<file path="src/pm_irq_pkg.sv">
// package: shared constants and carriers for the power management and interrupt sideband
package pm_irq_pkg;
	// function power states
	localparam logic [1:0] PWR_D0 = 2'h0;
	localparam logic [1:0] PWR_D1 = 2'h1;
	localparam logic [1:0] PWR_D2 = 2'h2;
	localparam logic [1:0] PWR_D3HOT = 2'h3;
	localparam logic [1:0] PWR_RESET = 2'h0;
	// register offsets
	localparam logic [3:0] REG_CFG = 4'h0;
	localparam logic [3:0] REG_MSGADDR = 4'h1;
	localparam logic [3:0] REG_STATUS = 4'h2;
	localparam logic [3:0] REG_EVENT = 4'h3;
	// cfg register field positions
	localparam int CFG_PWR_LO = 0;
	localparam int CFG_PME_EN = 2;
	localparam int CFG_MSI_EN = 3;
	localparam int CFG_MSIX_EN = 4;
	localparam int CFG_INTX_DIS = 5;
	localparam int CFG_D1D2_OK = 6;
	localparam logic [31:0] CFG_RESET = 32'h0000_0000;
	// event register field positions (write one to inject a link event)
	localparam int EVT_TRAIN_DONE = 0;
	localparam int EVT_TURN_OFF = 1;
	localparam int EVT_LINK_DOWN = 2;
	// turn-off acknowledge message hold time
	localparam int ACK_TIME_NS = 200;
	localparam int CLK_PERIOD_NS = 100;
	localparam int ACK_CYCLES = (ACK_TIME_NS + CLK_PERIOD_NS - 1) / CLK_PERIOD_NS;
	// outgoing message kinds
	typedef enum logic [2:0] {
		MSG_NONE,
		MSG_ASSERT_INTA,
		MSG_DEASSERT_INTA,
		MSG_MSI_WRITE,
		MSG_PM_PME,
		MSG_TURN_OFF_ACK,
		MSG_PM_ENTER_L1
	} msg_kind_t;
	typedef struct packed {
		msg_kind_t kind;
		logic [7:0] data;
	} msg_t;
	// interrupt request carrier
	typedef struct packed {
		logic req;
		logic assert_sel;
		logic [7:0] vector;
	} irq_req_t;
	// interrupt mode
	typedef enum logic [1:0] {
		IRQ_LEGACY,
		IRQ_MSI,
		IRQ_MSIX
	} irq_mode_t;
endpackage : pm_irq_pkg

</file>
<file path="src/irq_ctrl.sv">
// file: interrupt controller for legacy and msi requests
`timescale 1ns/1ps
module irq_ctrl (
	input wire logic sys_clk,
	input wire logic sys_rst,
	input wire logic enable,
	input wire logic msi_en,
	input wire logic intx_dis,
	input wire pm_irq_pkg::irq_req_t irq,
	output logic irq_accept,
	output pm_irq_pkg::msg_t msg_reg
);
	logic pulse_reg;
	logic send_msi;
	logic send_intx;

	// request taken at most every other cycle: pulse then one idle cycle, whether or not req drops
	assign irq_accept = irq.req & enable & ~pulse_reg;
	assign send_msi = irq_accept & msi_en;
	assign send_intx = irq_accept & ~msi_en & ~intx_dis;

	// accept pulse spacing
	always_ff @(posedge sys_clk) begin
		if (sys_rst) begin
			pulse_reg <= 1'b0;
		end else begin
			pulse_reg <= irq_accept;
		end
	end

	// message issued in the cycle after acceptance
	always_ff @(posedge sys_clk) begin
		if (sys_rst) begin
			msg_reg <= '{kind: pm_irq_pkg::MSG_NONE, data: 8'h00};
		end else if (send_msi) begin
			msg_reg <= '{kind: pm_irq_pkg::MSG_MSI_WRITE, data: irq.vector};
		end else if (send_intx) begin
			msg_reg.data <= 8'h00;
			msg_reg.kind <= irq.assert_sel ? pm_irq_pkg::MSG_ASSERT_INTA
				: pm_irq_pkg::MSG_DEASSERT_INTA;
		end else begin
			msg_reg <= '{kind: pm_irq_pkg::MSG_NONE, data: 8'h00};
		end
	end

	msi_kind_a: assert property (@(posedge sys_clk) disable iff (sys_rst)
		irq_accept && msi_en |=> msg_reg.kind == pm_irq_pkg::MSG_MSI_WRITE)
		else $error("msi request did not produce memory write");
	intx_block_a: assert property (@(posedge sys_clk) disable iff (sys_rst)
		irq_accept && !msi_en && intx_dis |=> msg_reg.kind == pm_irq_pkg::MSG_NONE)
		else $error("legacy message sent while disabled");
endmodule : irq_ctrl

</file>
<file path="src/pm_irq_sideband.sv">
// file: power management and interrupt sideband top
//
// Our own choices: the address-and-strobe port and the register addresses.
`timescale 1ns/1ps
// Operation
// - active state after training, no user action
// - standby only when programmed D3hot/D1/D2
// - present programmed power state on two bits
// - drop transmit ready outside D0; code holds it until an open packet ends
// - standby packet exchange done without user
// - forward wake only when pme enabled
// - turn-off message starts ready-for-removal entry
// - hold turn-off request until grant
// - send turn-off acknowledge after grant
// - then close interfaces, ready for power removal
// - mirror msi and msi-x enable bits
// - both enables low gives legacy only
// - both enables high still sends msi
// - msi enabled sends memory write per request; code drops one accepted in the last active cycle before standby
// - legacy blocked while interrupt disable set
// - enable bits set only by config side
// - pulse accept when request taken
// - user drops request after accept, inta follows
module pm_irq_sideband (
	input wire logic sys_clk,
	input wire logic sys_rst,
	// configuration side register port
	input wire logic [3:0] reg_addr,
	input wire logic [31:0] reg_wdata,
	input wire logic reg_wr,
	input wire logic reg_rd,
	output logic [31:0] reg_rdata,
	// user power management side
	output logic [1:0] power_state_out,
	output logic tx_ready,
	input wire logic tx_in_packet,
	input wire logic wake_request_in,
	output logic power_down_request_out,
	input wire logic turnoff_grant_in,
	// user interrupt side
	output logic msi_enable_out,
	output logic msix_enable_out,
	input wire logic irq_req_in,
	input wire logic irq_assert_in,
	input wire logic [7:0] irq_vector_in,
	output logic irq_accept_out,
	// upstream message stream
	output pm_irq_pkg::msg_t msg_out,
	output logic link_active,
	output logic link_standby,
	output logic powered_off
);
	typedef enum {
		LS_DOWN,
		LS_ACTIVE,
		LS_STANDBY,
		LS_TURNOFF,
		LS_ACK,
		LS_OFF
	} link_state_t;

	link_state_t state_reg;
	logic [31:0] cfg_reg;
	logic [1:0] pwr_next;
	logic [$clog2(pm_irq_pkg::ACK_CYCLES + 1)-1:0] ack_cnt_reg;
	logic pkt_open_reg;
	logic wake_reg;
	logic l1_sent_reg;
	logic wr_cfg;
	logic evt_train;
	logic evt_off;
	logic evt_down;
	pm_irq_pkg::irq_req_t irq;
	pm_irq_pkg::msg_t irq_msg;
	logic irq_accept;

	// decode a write to one register
	function automatic logic hit(input logic [3:0] a, input logic [3:0] target);
		return a == target;
	endfunction : hit

	assign wr_cfg = reg_wr & hit(reg_addr, pm_irq_pkg::REG_CFG);
	assign evt_train = reg_wr & hit(reg_addr, pm_irq_pkg::REG_EVENT)
		& reg_wdata[pm_irq_pkg::EVT_TRAIN_DONE];
	assign evt_off = reg_wr & hit(reg_addr, pm_irq_pkg::REG_EVENT)
		& reg_wdata[pm_irq_pkg::EVT_TURN_OFF];
	assign evt_down = reg_wr & hit(reg_addr, pm_irq_pkg::REG_EVENT)
		& reg_wdata[pm_irq_pkg::EVT_LINK_DOWN];

	// power state field accepts only supported values
	always_comb begin
		pwr_next = reg_wdata[pm_irq_pkg::CFG_PWR_LO +: 2];
		if (!cfg_reg[pm_irq_pkg::CFG_D1D2_OK] && (pwr_next == pm_irq_pkg::PWR_D1
			|| pwr_next == pm_irq_pkg::PWR_D2)) begin
			pwr_next = cfg_reg[pm_irq_pkg::CFG_PWR_LO +: 2];
		end
	end

	// config register, written only over the config port
	always_ff @(posedge sys_clk) begin
		if (sys_rst) begin
			cfg_reg <= pm_irq_pkg::CFG_RESET;
		end else if (wr_cfg && state_reg != LS_OFF) begin
			cfg_reg <= reg_wdata;
			cfg_reg[pm_irq_pkg::CFG_PWR_LO +: 2] <= pwr_next;
			cfg_reg[31:7] <= '0;
		end
	end

	// register read data, one cycle after strobe
	always_ff @(posedge sys_clk) begin
		if (sys_rst) begin
			reg_rdata <= 32'h0000_0000;
		end else if (reg_rd) begin
			unique case (reg_addr)
				pm_irq_pkg::REG_CFG: reg_rdata <= cfg_reg;
				pm_irq_pkg::REG_STATUS: reg_rdata <= {26'h0, power_down_request_out,
					powered_off, link_standby, link_active, wake_reg, pkt_open_reg};
				default: reg_rdata <= 32'h0000_0000;
			endcase
		end else begin
			reg_rdata <= 32'h0000_0000;
		end
	end

	// sideband outputs from config
	assign power_state_out = cfg_reg[pm_irq_pkg::CFG_PWR_LO +: 2];
	assign msi_enable_out = cfg_reg[pm_irq_pkg::CFG_MSI_EN];
	assign msix_enable_out = cfg_reg[pm_irq_pkg::CFG_MSIX_EN];

	// track a packet in progress on the transmit side
	always_ff @(posedge sys_clk) begin
		if (sys_rst) begin
			pkt_open_reg <= 1'b0;
		end else begin
			pkt_open_reg <= tx_in_packet;
		end
	end

	// ready stays up only to finish a packet begun in D0
	assign tx_ready = (state_reg == LS_ACTIVE || state_reg == LS_STANDBY)
		&& (power_state_out == pm_irq_pkg::PWR_D0 || pkt_open_reg);

	// link state sequencing
	always_ff @(posedge sys_clk) begin
		if (sys_rst) begin
			state_reg <= LS_DOWN;
		end else begin
			unique case (state_reg)
				LS_DOWN: if (evt_train) begin
					state_reg <= LS_ACTIVE;
				end
				LS_ACTIVE: if (evt_off) begin
					state_reg <= LS_TURNOFF;
				end else if (evt_down) begin
					state_reg <= LS_DOWN;
				end else if (power_state_out != pm_irq_pkg::PWR_D0) begin
					state_reg <= LS_STANDBY;
				end
				LS_STANDBY: if (evt_off) begin
					state_reg <= LS_TURNOFF;
				end else if (evt_down) begin
					state_reg <= LS_DOWN;
				end else if (power_state_out == pm_irq_pkg::PWR_D0) begin
					state_reg <= LS_ACTIVE;
				end
				LS_TURNOFF: if (turnoff_grant_in) begin
					state_reg <= LS_ACK;
				end
				LS_ACK: if (ack_cnt_reg == '0) begin
					state_reg <= LS_OFF;
				end
				LS_OFF: state_reg <= LS_OFF;
			endcase
		end
	end

	// acknowledge message hold count
	always_ff @(posedge sys_clk) begin
		if (sys_rst || state_reg != LS_ACK) begin
			ack_cnt_reg <= ($bits(ack_cnt_reg))'(pm_irq_pkg::ACK_CYCLES - 1);
		end else if (ack_cnt_reg != '0) begin
			ack_cnt_reg <= ack_cnt_reg - 1'b1;
		end
	end

	assign power_down_request_out = state_reg == LS_TURNOFF;
	assign link_active = state_reg == LS_ACTIVE;
	assign link_standby = state_reg == LS_STANDBY;
	assign powered_off = state_reg == LS_OFF;

	// standby entry packet sent once per entry
	always_ff @(posedge sys_clk) begin
		if (sys_rst || state_reg != LS_STANDBY) begin
			l1_sent_reg <= 1'b0;
		end else begin
			l1_sent_reg <= 1'b1;
		end
	end

	// wake forwarded only while pme enabled
	always_ff @(posedge sys_clk) begin
		if (sys_rst) begin
			wake_reg <= 1'b0;
		end else begin
			wake_reg <= wake_request_in & cfg_reg[pm_irq_pkg::CFG_PME_EN]
				& link_standby;
		end
	end

	// interrupt path, closed off outside the live link
	assign irq.req = irq_req_in;
	assign irq.assert_sel = irq_assert_in;
	assign irq.vector = irq_vector_in;
	assign irq_accept_out = irq_accept;

	irq_ctrl u_irq (
		.sys_clk(sys_clk),
		.sys_rst(sys_rst),
		.enable(link_active),
		.msi_en(cfg_reg[pm_irq_pkg::CFG_MSI_EN]),
		.intx_dis(cfg_reg[pm_irq_pkg::CFG_INTX_DIS]),
		.irq(irq),
		.irq_accept(irq_accept),
		.msg_reg(irq_msg)
	);

	// upstream message merge, pm messages first
	always_ff @(posedge sys_clk) begin
		if (sys_rst) begin
			msg_out <= '{kind: pm_irq_pkg::MSG_NONE, data: 8'h00};
		end else if (state_reg == LS_ACK) begin
			msg_out <= '{kind: pm_irq_pkg::MSG_TURN_OFF_ACK, data: 8'h00};
		end else if (link_standby && !l1_sent_reg) begin
			msg_out <= '{kind: pm_irq_pkg::MSG_PM_ENTER_L1, data: 8'h00};
		end else if (wake_reg) begin
			msg_out <= '{kind: pm_irq_pkg::MSG_PM_PME, data: 8'h00};
		end else begin
			msg_out <= irq_msg;
		end
	end

	req_held_a: assert property (@(posedge sys_clk) disable iff (sys_rst)
		power_down_request_out && !turnoff_grant_in |=> power_down_request_out)
		else $error("turn-off request dropped before grant");
	ready_d0_a: assert property (@(posedge sys_clk) disable iff (sys_rst)
		power_state_out != pm_irq_pkg::PWR_D0 && !pkt_open_reg |-> !tx_ready)
		else $error("transmit ready outside D0");
	wake_gate_a: assert property (@(posedge sys_clk) disable iff (sys_rst)
		!cfg_reg[pm_irq_pkg::CFG_PME_EN] |=> !wake_reg)
		else $error("wake forwarded while disabled");
	ack_after_grant_a: assert property (@(posedge sys_clk) disable iff (sys_rst)
		power_down_request_out && turnoff_grant_in
		|=> ##1 msg_out.kind == pm_irq_pkg::MSG_TURN_OFF_ACK)
		else $error("no acknowledge after grant");
	off_after_ack_a: assert property (@(posedge sys_clk) disable iff (sys_rst)
		$rose(state_reg == LS_ACK) |-> ##[1:8] powered_off)
		else $error("not powered off after acknowledge");
	mode_mirror_a: assert property (@(posedge sys_clk) disable iff (sys_rst)
		wr_cfg |=> msi_enable_out == $past(reg_wdata[pm_irq_pkg::CFG_MSI_EN])
		|| powered_off)
		else $error("msi enable not mirrored");
	standby_cause_a: assert property (@(posedge sys_clk) disable iff (sys_rst)
		$rose(link_standby) |-> $past(power_state_out) != pm_irq_pkg::PWR_D0)
		else $error("standby without programmed state");
	accept_active_a: assert property (@(posedge sys_clk) disable iff (sys_rst)
		irq_accept_out |-> irq_req_in && link_active ##1 !irq_accept_out)
		else $error("accept without request");
endmodule : pm_irq_sideband

</file>
<file path="config.mk">
export PLATFORM = sky130hd
export DESIGN_NAME = pm_irq_sideband
export DESIGN_NICKNAME = d
export VERILOG_FILES = /design/src/pm_irq_pkg.sv /design/src/irq_ctrl.sv /design/src/pm_irq_sideband.sv
export SDC_FILE = /design/constraint.sdc
export NUM_CORES = 1
export LEC_CHECK = 0
export BUFFER_PORTS_ARGS = -buffer_cell sky130_fd_sc_hd__buf_2
export CORE_UTILIZATION = 35
export DETAILED_ROUTE_END_ITERATION = 6
export GPL_TIMING_DRIVEN = 0
export PLACE_DENSITY = 0.68
export SYNTH_ARGS = -nofsm -noshare
export SYNTH_HDL_FRONTEND = slang
export SYNTH_HIERARCHICAL = 1
export SYNTH_SLANG_ARGS = --single-unit
export TNS_END_PERCENT = 30
</file>
<file path="constraint.sdc">
create_clock -name sys_clk -period 1.6 [get_ports sys_clk]
set_input_delay 0 -clock sys_clk [delete_from_list [all_inputs] [get_ports sys_clk]]
set_output_delay 0 -clock sys_clk [all_outputs]
set_load 0.05 [all_outputs]
</file>
# ---- Word level (Yosys, flattened, before mapping)
# Index checks and enable logic that the tools add are counted.
dict set report op_classes {
  add_sub_neg 1
  n_mul 0
  n_div 0
  n_lt_le_gt_ge 0
  n_eq_ne 22
  n_shift 0
  n_mux 18
  n_bitwise 18
  reduce_logical 23
}
# cell count
set ops {}
lappend ops {{$mux 32} 9}
lappend ops {{$pmux 32 s6} 1}
lappend ops {{$eq 32x3->1 const B} 4}
lappend ops {{$eq 32x2->1 const B} 3}
lappend ops {{$eq 32x4->1 const B} 2}
lappend ops {{$ne 32x4->1 const B} 2}
lappend ops {{$mux 11} 3}
lappend ops {{$eq 32x1->1 const B} 1}
lappend ops {{$logic_not 32->1} 1}
lappend ops {{$ne 32x3->1 const B} 1}
lappend ops {{$mux 10} 2}
lappend ops {{$pmux 7 s2} 1}
lappend ops {{$and 1x1->1} 12}
lappend ops {{$eq 4x2->1 const B} 2}
lappend ops {{$ne 4x4->1 const B} 2}
lappend ops {{$ne 2x2->1 const B} 3}
lappend ops {{$not 1->1} 6}
lappend ops {{$logic_or 1x1->1} 5}
lappend ops {{$reduce_and 5->1} 1}
lappend ops {{$logic_and 1x1->1} 4}
lappend ops {{$logic_not 2->1} 2}
lappend ops {{$logic_not 4->1} 1}
lappend ops {{$reduce_bool 2->1} 2}
lappend ops {{$reduce_or 2->1} 2}
lappend ops {{9 further kinds} 10}
dict set report totals {
  regBits 99
  latchBits 0
  ramBits 0
  romBits 0
  input_bits 53
  wordCells 97
  memories 0
}

# ---- Logic depth before layout (Yosys ltp)
# Gate-level depths: netlist (run 1).
dict set report depth {
  ltp_word 7
  mapped_depth 7
  depth_no_buf 7
}

# ---- Modules after synthesis
# Netlist (run 1), hierarchy kept.
# module n_inst cells_each area_per_inst_um2 seq_area_each_um2
set modules_own_cells {}
lappend modules_own_cells {pm_irq_sideband 1 187 1635.3 660.6}
lappend modules_own_cells {irq_ctrl 1 29 339.1 220.2}

# ---- Least setup slack after synthesis (run 1)
# Ideal clock, no wire load.
dict set report synth_path {
  kind {flip-flop to output port}
  from {reg state_reg[2]}
  to {out irq_accept_out}
  arrival_time_ns 1.805
  required_ns 1.600
  slack_ns -0.205
  path_stages_with_launch 5
  n_path_buf 1
  path_cell_list {dfxtp_1 clkbuf_1 and2b_1 nand2_1 nor2_1}
}
dict set report synth_between {
  elab_chain_len 3
}
# element line
set synth_rtl {}
lappend synth_rtl {{from (decl)} pm_irq_sideband.sv:62} ;# link_state_t state_reg;
lappend synth_rtl {{from (signal assigned)} pm_irq_sideband.sv:147} ;# state_reg <= LS_DOWN;
lappend synth_rtl {{from (signal assigned)} pm_irq_sideband.sv:151} ;# state_reg <= LS_ACTIVE;
lappend synth_rtl {{from (signal assigned)} pm_irq_sideband.sv:154} ;# state_reg <= LS_TURNOFF;
lappend synth_rtl {{$eq 32x2->1} pm_irq_sideband.sv:188} ;# assign link_active = state_reg == LS_ACTIVE;
lappend synth_rtl {{named net link_active} pm_irq_sideband.sv:49} ;# output logic link_active,
lappend synth_rtl {{$and 1x1->1 (2 in series)} irq_ctrl.sv:18} ;# assign irq_accept = irq.req & enable & ~pulse_reg;
lappend synth_rtl {{to (decl)} pm_irq_sideband.sv:46} ;# output logic irq_accept_out,
# The timed path passes the listed nets, and every way through them passes these cells.

# ---- Final worst setup path (run 1)
dict set report layout_path {
  from {reg ack_cnt_reg[0] in the netlist's numbering}
  to {reg state_reg[1]}
}
dict set report layout_between {
  elab_chain_len 3
}
# element line
set layout_rtl {}
lappend layout_rtl {{from (decl)} pm_irq_sideband.sv:65} ;# logic [$clog2(pm_irq_pkg::ACK_CYCLES + 1)-1:0] ack_cnt_reg;
lappend layout_rtl {{from (signal assigned)} pm_irq_sideband.sv:181} ;# ack_cnt_reg <= ($bits(ack_cnt_reg))'(pm_irq_pkg::ACK_CYCLES - 1);
lappend layout_rtl {{from (signal assigned)} pm_irq_sideband.sv:183} ;# ack_cnt_reg <= ack_cnt_reg - 1'b1;
lappend layout_rtl {{$logic_not 2->1} pm_irq_sideband.sv:170} ;# LS_ACK: if (ack_cnt_reg == '0) begin
lappend layout_rtl {{$ne 2x2->1 (no line)} n/a}
lappend layout_rtl {{$reduce_and 5->1 (no line)} n/a}
lappend layout_rtl {{to (signal assigned)} pm_irq_sideband.sv:168} ;# state_reg <= LS_ACK;
lappend layout_rtl {{to (signal assigned)} pm_irq_sideband.sv:171} ;# state_reg <= LS_OFF;
lappend layout_rtl {{to (signal assigned)} pm_irq_sideband.sv:173} ;# LS_OFF: state_reg <= LS_OFF;
# No other way between the ends.
# A chain may end at the register's enable or synchronous reset.

==> results of run 1 <==
[final cells by class]
class | count | area share, %
inverter | 6 | 0.813
clock inverter | 3 | 1.67
multi-input combinational | 154 | 35.3
buffer | 36 | 9.30
tap | 70 | 3.16
sequential | 44 | 31.9
timing repair buffer | 69 | 15.4
clock buffer | 5 | 2.48
[synth_stat cells, types with 2 or more instances]
library cell	count
dfxtp_1	44
o21a_1	2
inv_1	5
nand2_1	16
nor2b_1	3
and2_1	8
nand2b_1	3
nor3_1	4
buf_4	29
or4_1	2
mux2i_1	3
nand3_1	3
a31oi_1	3
a22oi_1	6
clkbuf_1	5
o21ai_0	2
and3_1	9
conb_1	2
nor2_1	22
and2b_1	2
a21oi_1	13
[critical path, stage by stage, from the launching register on]
cell and delay [ns]:
dfxtp_2 0.35, inv_2 0.04, ha_4 0.16, or4b_4 0.49, o311ai_4 0.08, a21oi_2 0.06
a21bo_1 0.19, mux2i_1 0.17
[metal layers]
layer / share of wire [%] / wire, um / global-route usage [%] / up-vias
met1: 45 / 2140 / 19.4 / 770
met2: 48 / 2300 / 28.5 / 72
li1: - / - / - / 888
met5: 0 / 0 / 0 / -
met4: 0.86 / 41 / 5.66 / 0
met3: 6.3 / 302 / 2.98 / 6
[worst paths after layout]
path	endpoint	slack (ns)	cells after the start
setup / recovery	state_reg[1]	-0.01	7
hold / removal	reg_rdata[6]	0.02	2
setup reg to reg	state_reg[1]	-0.01	7
hold reg to reg	msg_out[6]	0.43	1
[power groups by stage]
| stage | sequential, uW | combinational [uW] | clock, uW |
|---|---|---|---|
| after floorplan | 1140 | 257 | 0 |
| after global placement | 1140 | 330 | 0 |
| after detailed placement | 1140 | 331 | 0 |
| after CTS | 1110 | 361 | 871 |
| after global routing | 1120 | 393 | 921 |
| final | 1120 | 373 | 859 |
[through the flow]
step           hold slack, ns  setup slack (ns)  power [uW]
2_1_floorplan           0.128          0.000482        1400
5_1_grt                0.0214           -0.0694        2430
3_3_place_gp            0.209            -0.146        1470
4_1_cts                0.0114            -0.120        2350
6_report               0.0160           -0.0130        2350
3_5_place_dp            0.219            -0.179        1470
[kinds of logic (layout without fill, tap and decap cells)]
logic type                 Yosys count  count (layout)  synth area share [%]
AOI/OAI and AO/OA                   37              37                  12.9
muxes                                4               4                  2.09
and+or+nand+nor                     85              85                  25.0
buffers and inverters               42             119                  13.9
other                                2              26                 0.380
adders and majority gates            1               1                 0.634
xor gates and xnor gates             1               1                 0.444
DFF                                 44              44                  44.6
[repair_timing]
item                       CTS  global route
setup endpoints to repair   21            13
hold buffers                15             0
gates resized for setup      5            18
hold endpoints to repair    15             0
pin swaps                    0             3
==> results.json, run 1 <==
{
  "worstSkewPairLatency_ns": 0.30,
  "track_usage_pct": 16.1,
  "intPower_uw": 1700,
  "reg2reg_from": "ack_cnt_reg[0]",
  "drt-total-wl_um": 4780,
  "rsz0062_at_grt": "yes",
  "finalNonFillerCells": 387,
  "fin_area_um2": 2770,
  "hp-class": "primary input to flip-flop",
  "crit_path_end_kind": "flip-flop",
  "postLayoutCoreUtil_pct": 52.6,
  "diodes": 0,
  "ys.flop_type": "dfxtp_1",
  "drt_iter0_drc": 76,
  "synth_cell_type_count": 51,
  "power.share.switching_pct": 27.4,
  "most-common-layout-cells": "buf_2, dfxtp_1, buf_4, conb_1, nor2_1",
  "relSlewSlack_pct": 49.2,
  "hpwl_um": 3300,
  "clockBufferDepth": 2,
  "dieArea_um2": 5950,
  "dp_cells": 364,
  "worstPathArrival_ns": 1.85,
  "start_util_pct": 37.5,
  "synthArstFlopShare_pct": 0,
  "comb_power_share_pct": 15.9,
  "worst_pin_slew_ns": 0.760,
  "multi_input_area_um2": 977,
  "path_max_fanout": 4,
  "die_h_um": 77.1,
  "finalWorstPathRequiredPeriod_ns": 1.61,
  "grt_pass1_vias": 1579,
  "ys_seq_area_share_pct": 44.6,
  "die_x_um": 77.1,
  "setup_violations": 1,
  "status": "finished, violations left",
  "drv_slew": 0,
  "p_seq_share_pct": 47.5,
  "regArea_um2": 885,
  "setup_ws_ns": -0.0130,
  "wl_per_cell_um": 12.4,
  "finalCritPeriodShare_pct": 101,
  "final.setup.tns_ns": -0.0130,
  "postRouteAntennaNets": 0,
  "placed_area_um2": 2430,
  "cts-root-buf": "clkbuf_8",
  "maxCapViolCount": 0,
  "final_common_cell": "buf_2",
  "largest_reg_flops": 11,
  "grt_overflow_total": 0,
  "cp-startpoint": "ack_cnt_reg[0]",
  "core-area_um2": 5270,
  "io_buffers": 54,
  "synth.area.top_cells": "dfxtp_1, buf_4, nor2_1",
  "io_pins": 106,
  "violations": "negative setup slack",
  "ys_ff_latch": 44,
  "clock.fmax_ghz": 0.620,
  "synth_area_um2": 1970,
  "cts_buffers": 5,
  "path_clk_slew_ns": 0.09,
  "firstDrtPassIters": 4,
  "post_cts_buffers": 0,
  "post_route_cells_drive_above_1_share_pct": 37.9,
  "area_growth_pct": 40.3,
  "num_rows": 26,
  "grt_pass1_wl_um": 7420,
  "fin_nets": 370,
  "p_switching_uw": 643,
  "fill_cells": 522,
  "p_per_area_nw_per_um2": 847,
  "synth_edf_count": 0,
  "via_per_inst": 4.49,
  "ir_worst_vdd_mv": 0.404,
  "syn_area_per_cell_um2": 9.14,
  "cts_tree": "built",
  "path_class": "flip-flop to flip-flop",
  "antenna_found_initial": 0,
  "fin_skew_ns": 0.00922,
  "synthCells": 216,
  "numClockSinks": 44,
  "cts_max_level": 2,
  "yosysWarnings": 6,
  "place_congestion": 0.833,
  "hold_violations": 0,
  "synth_top_cell_by_area": "dfxtp_1",
  "synth_top_cell_area_share_pct": 44.6,
  "start_kind": "flip-flop",
  "p_leak_uw": 0.00134,
  "route.vias.total": 1736,
  "cp_data_required_time_ns": 1.83,
  "grt_start_max_net_pins": 16,
  "clkPwrFrac_pct": 36.6,
  "min_from": "reg_rd",
  "remaining_drc_errors": 0
}
No activity file was read; power rests on OpenSTA's default activity.
==> run 2: changes to the inputs <==
Settings changed: SKIP_LAST_GASP set to 1.
==> results.json, run 2 (same netlist as run 1, synthesis figures left out) <==
{
  "finalWorstPathRequiredPeriod_ns": 1.60,
  "setup_violations": 1,
  "min_from": "reg_rd",
  "firstDrtPassIters": 4,
  "timing.hold.ws_ns": 0.0173,
  "die_h_um": 77.1,
  "route.vias.total": 1730,
  "via_per_inst": 4.47,
  "numClockSinks": 44,
  "final_common_cell": "buf_2",
  "p_switching_uw": 640,
  "p_seq_share_pct": 47.6,
  "drt-total-wl_um": 4770,
  "cp-startpoint": "ack_cnt_reg[0]",
  "worstSkewPairLatency_ns": 0.30,
  "p_per_area_nw_per_um2": 847,
  "relSlewSlack_pct": 49.7,
  "dieArea_um2": 5950,
  "io_pins": 106,
  "clkPwrFrac_pct": 36.5,
  "drv_slew": 0,
  "final.setup.tns_ns": -0.00250,
  "fin_nets": 370,
  "grt_overflow_total": 0,
  "place_congestion": 0.833,
  "p_leak_uw": 0.00134,
  "cts_max_level": 2,
  "num_rows": 26,
  "postRouteAntennaNets": 0,
  "clockBufferDepth": 2,
  "worst_pin_slew_ns": 0.753,
  "grt_start_max_net_pins": 16,
  "cp_data_required_time_ns": 1.83,
  "rsz0062_at_grt": "yes",
  "post_route_cells_drive_above_1_share_pct": 37.9,
  "cts_tree": "built",
  "hpwl_um": 3300,
  "hold_violations": 0,
  "cts_buffers": 5,
  "ir_worst_vdd_mv": 0.404,
  "comb_power_share_pct": 15.9,
  "reg2reg_from": "ack_cnt_reg[0]",
  "antenna_found_initial": 0,
  "largest_reg_flops": 11,
  "path_clk_slew_ns": 0.09,
  "most-common-layout-cells": "buf_2, dfxtp_1, buf_4, conb_1, nor2_1",
  "start_util_pct": 37.5,
  "start_kind": "flip-flop",
  "hp-class": "primary input to flip-flop",
  "cts-root-buf": "clkbuf_8",
  "io_buffers": 54,
  "crit_path_end_kind": "flip-flop",
  "maxCapViolCount": 0,
  "setup_ws_ns": -0.00250,
  "fin_area_um2": 2770,
  "area_growth_pct": 40.2,
  "path_class": "flip-flop to flip-flop",
  "dpl_worst_slack_ns": -0.179,
  "power.share.switching_pct": 27.3,
  "fin_skew_ns": 0.00859,
  "remaining_drc_errors": 0,
  "drt_iter0_drc": 83,
  "path_max_fanout": 4,
  "track_usage_pct": 16.1,
  "status": "finished, violations left",
  "violations": "negative setup slack",
  "grt_pass1_wl_um": 7420,
  "placed_area_um2": 2430,
  "grt_pass1_vias": 1579,
  "intPower_uw": 1700,
  "core-area_um2": 5270,
  "wl_per_cell_um": 12.3,
  "worstPathArrival_ns": 1.84,
  "die_x_um": 77.1,
  "finalCritPeriodShare_pct": 100,
  "diodes": 0,
  "clock.fmax_ghz": 0.624
}
-- run 2: cell counts in the layout (fill, tap and decap cells not counted) --
Identical to the previous run, type by type.
-- run 2: final timing paths --
| check | to | slack [ns] | cells after the start |
|---|---|---|---|
| max | state_reg[1] | -0.002 | 7 |
| min | reg_rdata[6] | 0.02 | 2 |
| max reg2reg | state_reg[1] | -0.002 | 7 |
| min reg2reg | msg_out[6] | 0.43 | 1 |
-- run 2: timing repair --
action,CTS,global route
hold buffers,15,0
setup endpoints to repair,21,33
hold endpoints to repair,15,0
resized for setup,2,21
setup buffers,0,0
pin swaps,0,3
-- run 2: metal layers --
| layer | part of all wire, % | GRT usage, % | vias to the layer above |
|---|---|---|---|
| met5 | 0 | 0 | - |
| met4 | 0.86 | 5.66 | 0 |
| met3 | 6.8 | 2.98 | 5 |
| met2 | 49 | 28.5 | 79 |
| met1 | 44 | 19.4 | 758 |
| li1 | - | - | 888 |
-- run 2: through the flow --
stage,utilization [%],power [uW],instances
final,52.5,2340,387
after CTS,51.3,2350,387
after global placement,46.1,1470,364
after global routing,52.5,2430,387
after detailed placement,46.1,1470,364
after floorplan,-,1400,240
-- run 2: critical path, cell delays in order (launching register included) --
cell and delay (ns):
dfxtp_2 0.35, inv_2 0.04, ha_4 0.16, or4b_4 0.49
o311ai_4 0.08, a21oi_2 0.06, a21bo_1 0.19, mux2i_1 0.16
-- run 2: layout make-up --
cell class              instances  area [um2]
plain buffers                  36         258
clock buffers                   5        68.8
clock inverters                 3        46.3
fillers                       522        2500
inverters                       6        22.5
multi-input cells             154         977
flip-flops and latches         44         885
well taps                      70        87.6
repair buffers                 69         423
-- run 2: power by group through the flow --
stage,registers [uW],clock network (uW),logic [uW]
global route,1120,921,393
CTS,1110,871,361
floorplan,1140,0,257
finish,1120,855,372
detailed placement,1140,0,331
global placement,1140,0,330
==> run 3: changes to the inputs <==
Settings changed: SYNTH_HIERARCHICAL 1 to not set.
==> results.json, run 3 <==
{
  "cp_data_required_time_ns": 1.80,
  "cp_slowest_stage_delay_ns": 0.41,
  "hp-class": "primary input to flip-flop",
  "cts_buffers": 5,
  "route.vias.total": 1708,
  "postRouteAntennaNets": 0,
  "p_leak_uw": 0.00135,
  "start_util_pct": 37.2,
  "status": "complete, no violations",
  "io_pins": 106,
  "ys.flop_type": "dfxtp_1",
  "p_per_area_nw_per_um2": 878,
  "cts_tree": "built",
  "ff2ff_path_depth": 6,
  "wl_per_cell_um": 10.9,
  "synthXorXnorAreaFrac_pct": 0.453,
  "die_h_um": 76.3,
  "p_seq_share_pct": 46.2,
  "rsz0062_at_grt": "yes",
  "io_buffers": 54,
  "remaining_drc_errors": 0,
  "timing.hold.ws_ns": 0.0123,
  "synth_cell_type_count": 47,
  "yosys.area_share.adder_pct": 0.647,
  "synth_compound_area_share_pct": 11.7,
  "synth_top_family_by_area": "simple AND/OR/NAND/NOR gates",
  "fin_area_um2": 2760,
  "finalWorstPathRequiredPeriod_ns": 1.58,
  "p_switching_uw": 685,
  "crit_chain": "buf_6 -> or3b_4 -> o221ai_2 -> a21oi_1 -> o21a_1 -> o211a_1",
  "clock.fmax_ghz": 0.632,
  "grt_pass1_wl_um": 6940,
  "worst-path-buf-inv": 1,
  "path_clk_slew_ns": 0.09,
  "drt-total-wl_um": 4260,
  "area_growth_pct": 42.9,
  "clockBufferDepth": 2,
  "final_common_cell": "buf_2",
  "worstSkewPairLatency_ns": 0.30,
  "yosys-top-cells-count": "dfxtp_1, buf_4, nor2_1",
  "start_kind": "flip-flop",
  "syn_area_per_cell_um2": 9.08,
  "worst_pin_slew_ns": 0.612,
  "intPower_uw": 1740,
  "synthSimpleGateAreaFrac_pct": 26.6,
  "largest_reg_flops": 11,
  "num_rows": 26,
  "yosysWarnings": 0,
  "clkPwrFrac_pct": 35.3,
  "placed_area_um2": 2390,
  "path_max_fanout": 5,
  "crit_path_end_kind": "flip-flop",
  "critPathTopFamily": "compound AO/OA/AOI/OAI gates",
  "synth_top_cell_area_share_pct": 45.5,
  "power.share.switching_pct": 28.2,
  "fin_nets": 373,
  "cp.depth": 6,
  "cts-root-buf": "clkbuf_8",
  "drv_slew": 0,
  "ir_worst_vdd_mv": 0.502,
  "synthCells": 213,
  "path_class": "flip-flop to flip-flop",
  "synth.area.top_cells": "dfxtp_1, buf_4, nor2_1",
  "synth_area_um2": 1930,
  "core-area_um2": 5200,
  "post_route_cells_drive_above_1_share_pct": 35.9,
  "maxCapViolCount": 0,
  "ys_ff_latch": 44,
  "synth_edf_count": 0,
  "hold_depth": 3,
  "grt_pass1_vias": 1512,
  "grt_start_max_net_pins": 16,
  "hpwl_um": 3160,
  "place_congestion": 0.867,
  "die_x_um": 76.3,
  "relSlewSlack_pct": 59.1,
  "synthArstFlopShare_pct": 0,
  "ys_seq_area_share_pct": 45.5,
  "drt_iter0_drc": 134,
  "track_usage_pct": 15.1,
  "synthMuxAreaShare_pct": 0.517,
  "synth_top_cell_by_area": "dfxtp_1",
  "diodes": 0,
  "critPathSlowestCell": "or3b_4",
  "hold_violations": 0,
  "synth_most_common_cell": "dfxtp_1",
  "worstPathArrival_ns": 1.78,
  "antenna_found_initial": 0,
  "grt_overflow_total": 0,
  "finalCritPeriodShare_pct": 98.8,
  "firstDrtPassIters": 4,
  "numClockSinks": 44,
  "via_per_inst": 4.38,
  "dieArea_um2": 5830,
  "most-common-layout-cells": "buf_2, dfxtp_1, buf_4, conb_1, nor2_1",
  "setup_violations": 0,
  "cts_max_level": 2,
  "fin_skew_ns": 0.00808,
  "comb_power_share_pct": 18.5
}
[run 3: timing repair]
item	CTS	global route
resized for setup	2	17
setup endpoints to repair	3	17
hold endpoints to repair	19	0
hold buffers	18	0
gates cloned	0	0
setup buffers	1	2
pin swaps	0	3
[run 3: final cells by class]
type | instances | area, um2
Fill cell | 491 | 2440
Inverter | 8 | 32.5
Timing Repair Buffer | 75 | 479
Tap cell | 70 | 87.6
Multi-Input combinational cell | 151 | 903
Buffer | 34 | 253
Clock buffer | 5 | 68.8
Sequential cell | 44 | 893
Clock inverter | 3 | 46.3
[run 3: worst reg2reg max path, stage by stage (launching register included)]
cell	delay, ns
dfxtp_4	0.36
buf_6	0.12
or3b_4	0.41
o221ai_2	0.18
a21oi_1	0.06
o21a_1	0.13
o211a_1	0.21
[run 3: cell families after synthesis]
family                     Yosys count
other                                1
and+or+nand+nor                     89
xor gates and xnor gates             1
adders and majority gates            1
muxes                                1
DFF                                 44
AOI/OAI and AO/OA                   34
buffers and inverters               42
[run 3: layer usage]
layer	up-vias	GRT usage, %	wire [um]
li1	882	-	-
met1	742	19.8	1830
met2	78	23.5	2000
met3	6	3.11	357
met4	0	7.31	71
met5	-	0	0
[run 3: power by group through the flow]
stage | logic (uW) | clock network (uW) | registers [uW]
floorplan | 313 | 0 | 1150
global placement | 388 | 0 | 1150
detailed placement | 391 | 0 | 1150
CTS | 430 | 877 | 1120
global route | 478 | 937 | 1120
finish | 449 | 858 | 1120
[run 3: through the flow]
stage / cells / setup TNS (ns) / power [uW] / util, % / worst slack [ns]
global placement: 361 / 0 / 1540 / 46.0 / 0.00977
finish: 390 / 0 / 2430 / 53.1 / 0.0186
floorplan: 237 / 0 / 1460 / - / 0.0423
global route: 390 / -0.0335 / 2540 / 53.1 / -0.0176
detailed placement: 361 / -0.0180 / 1540 / 46.0 / -0.0112
CTS: 388 / -0.0500 / 2430 / 51.9 / -0.0225
[run 3: final timing paths]
check,to,from,slack [ns]
worst max-delay path,state_reg[0],state_reg[0],0.02
worst min-delay path,u_irq.msg_reg[9],irq_assert_in,0.01
worst max register to register,state_reg[0],state_reg[0],0.02
worst min register to register,msg_out[6],u_irq.msg_reg[6],0.43
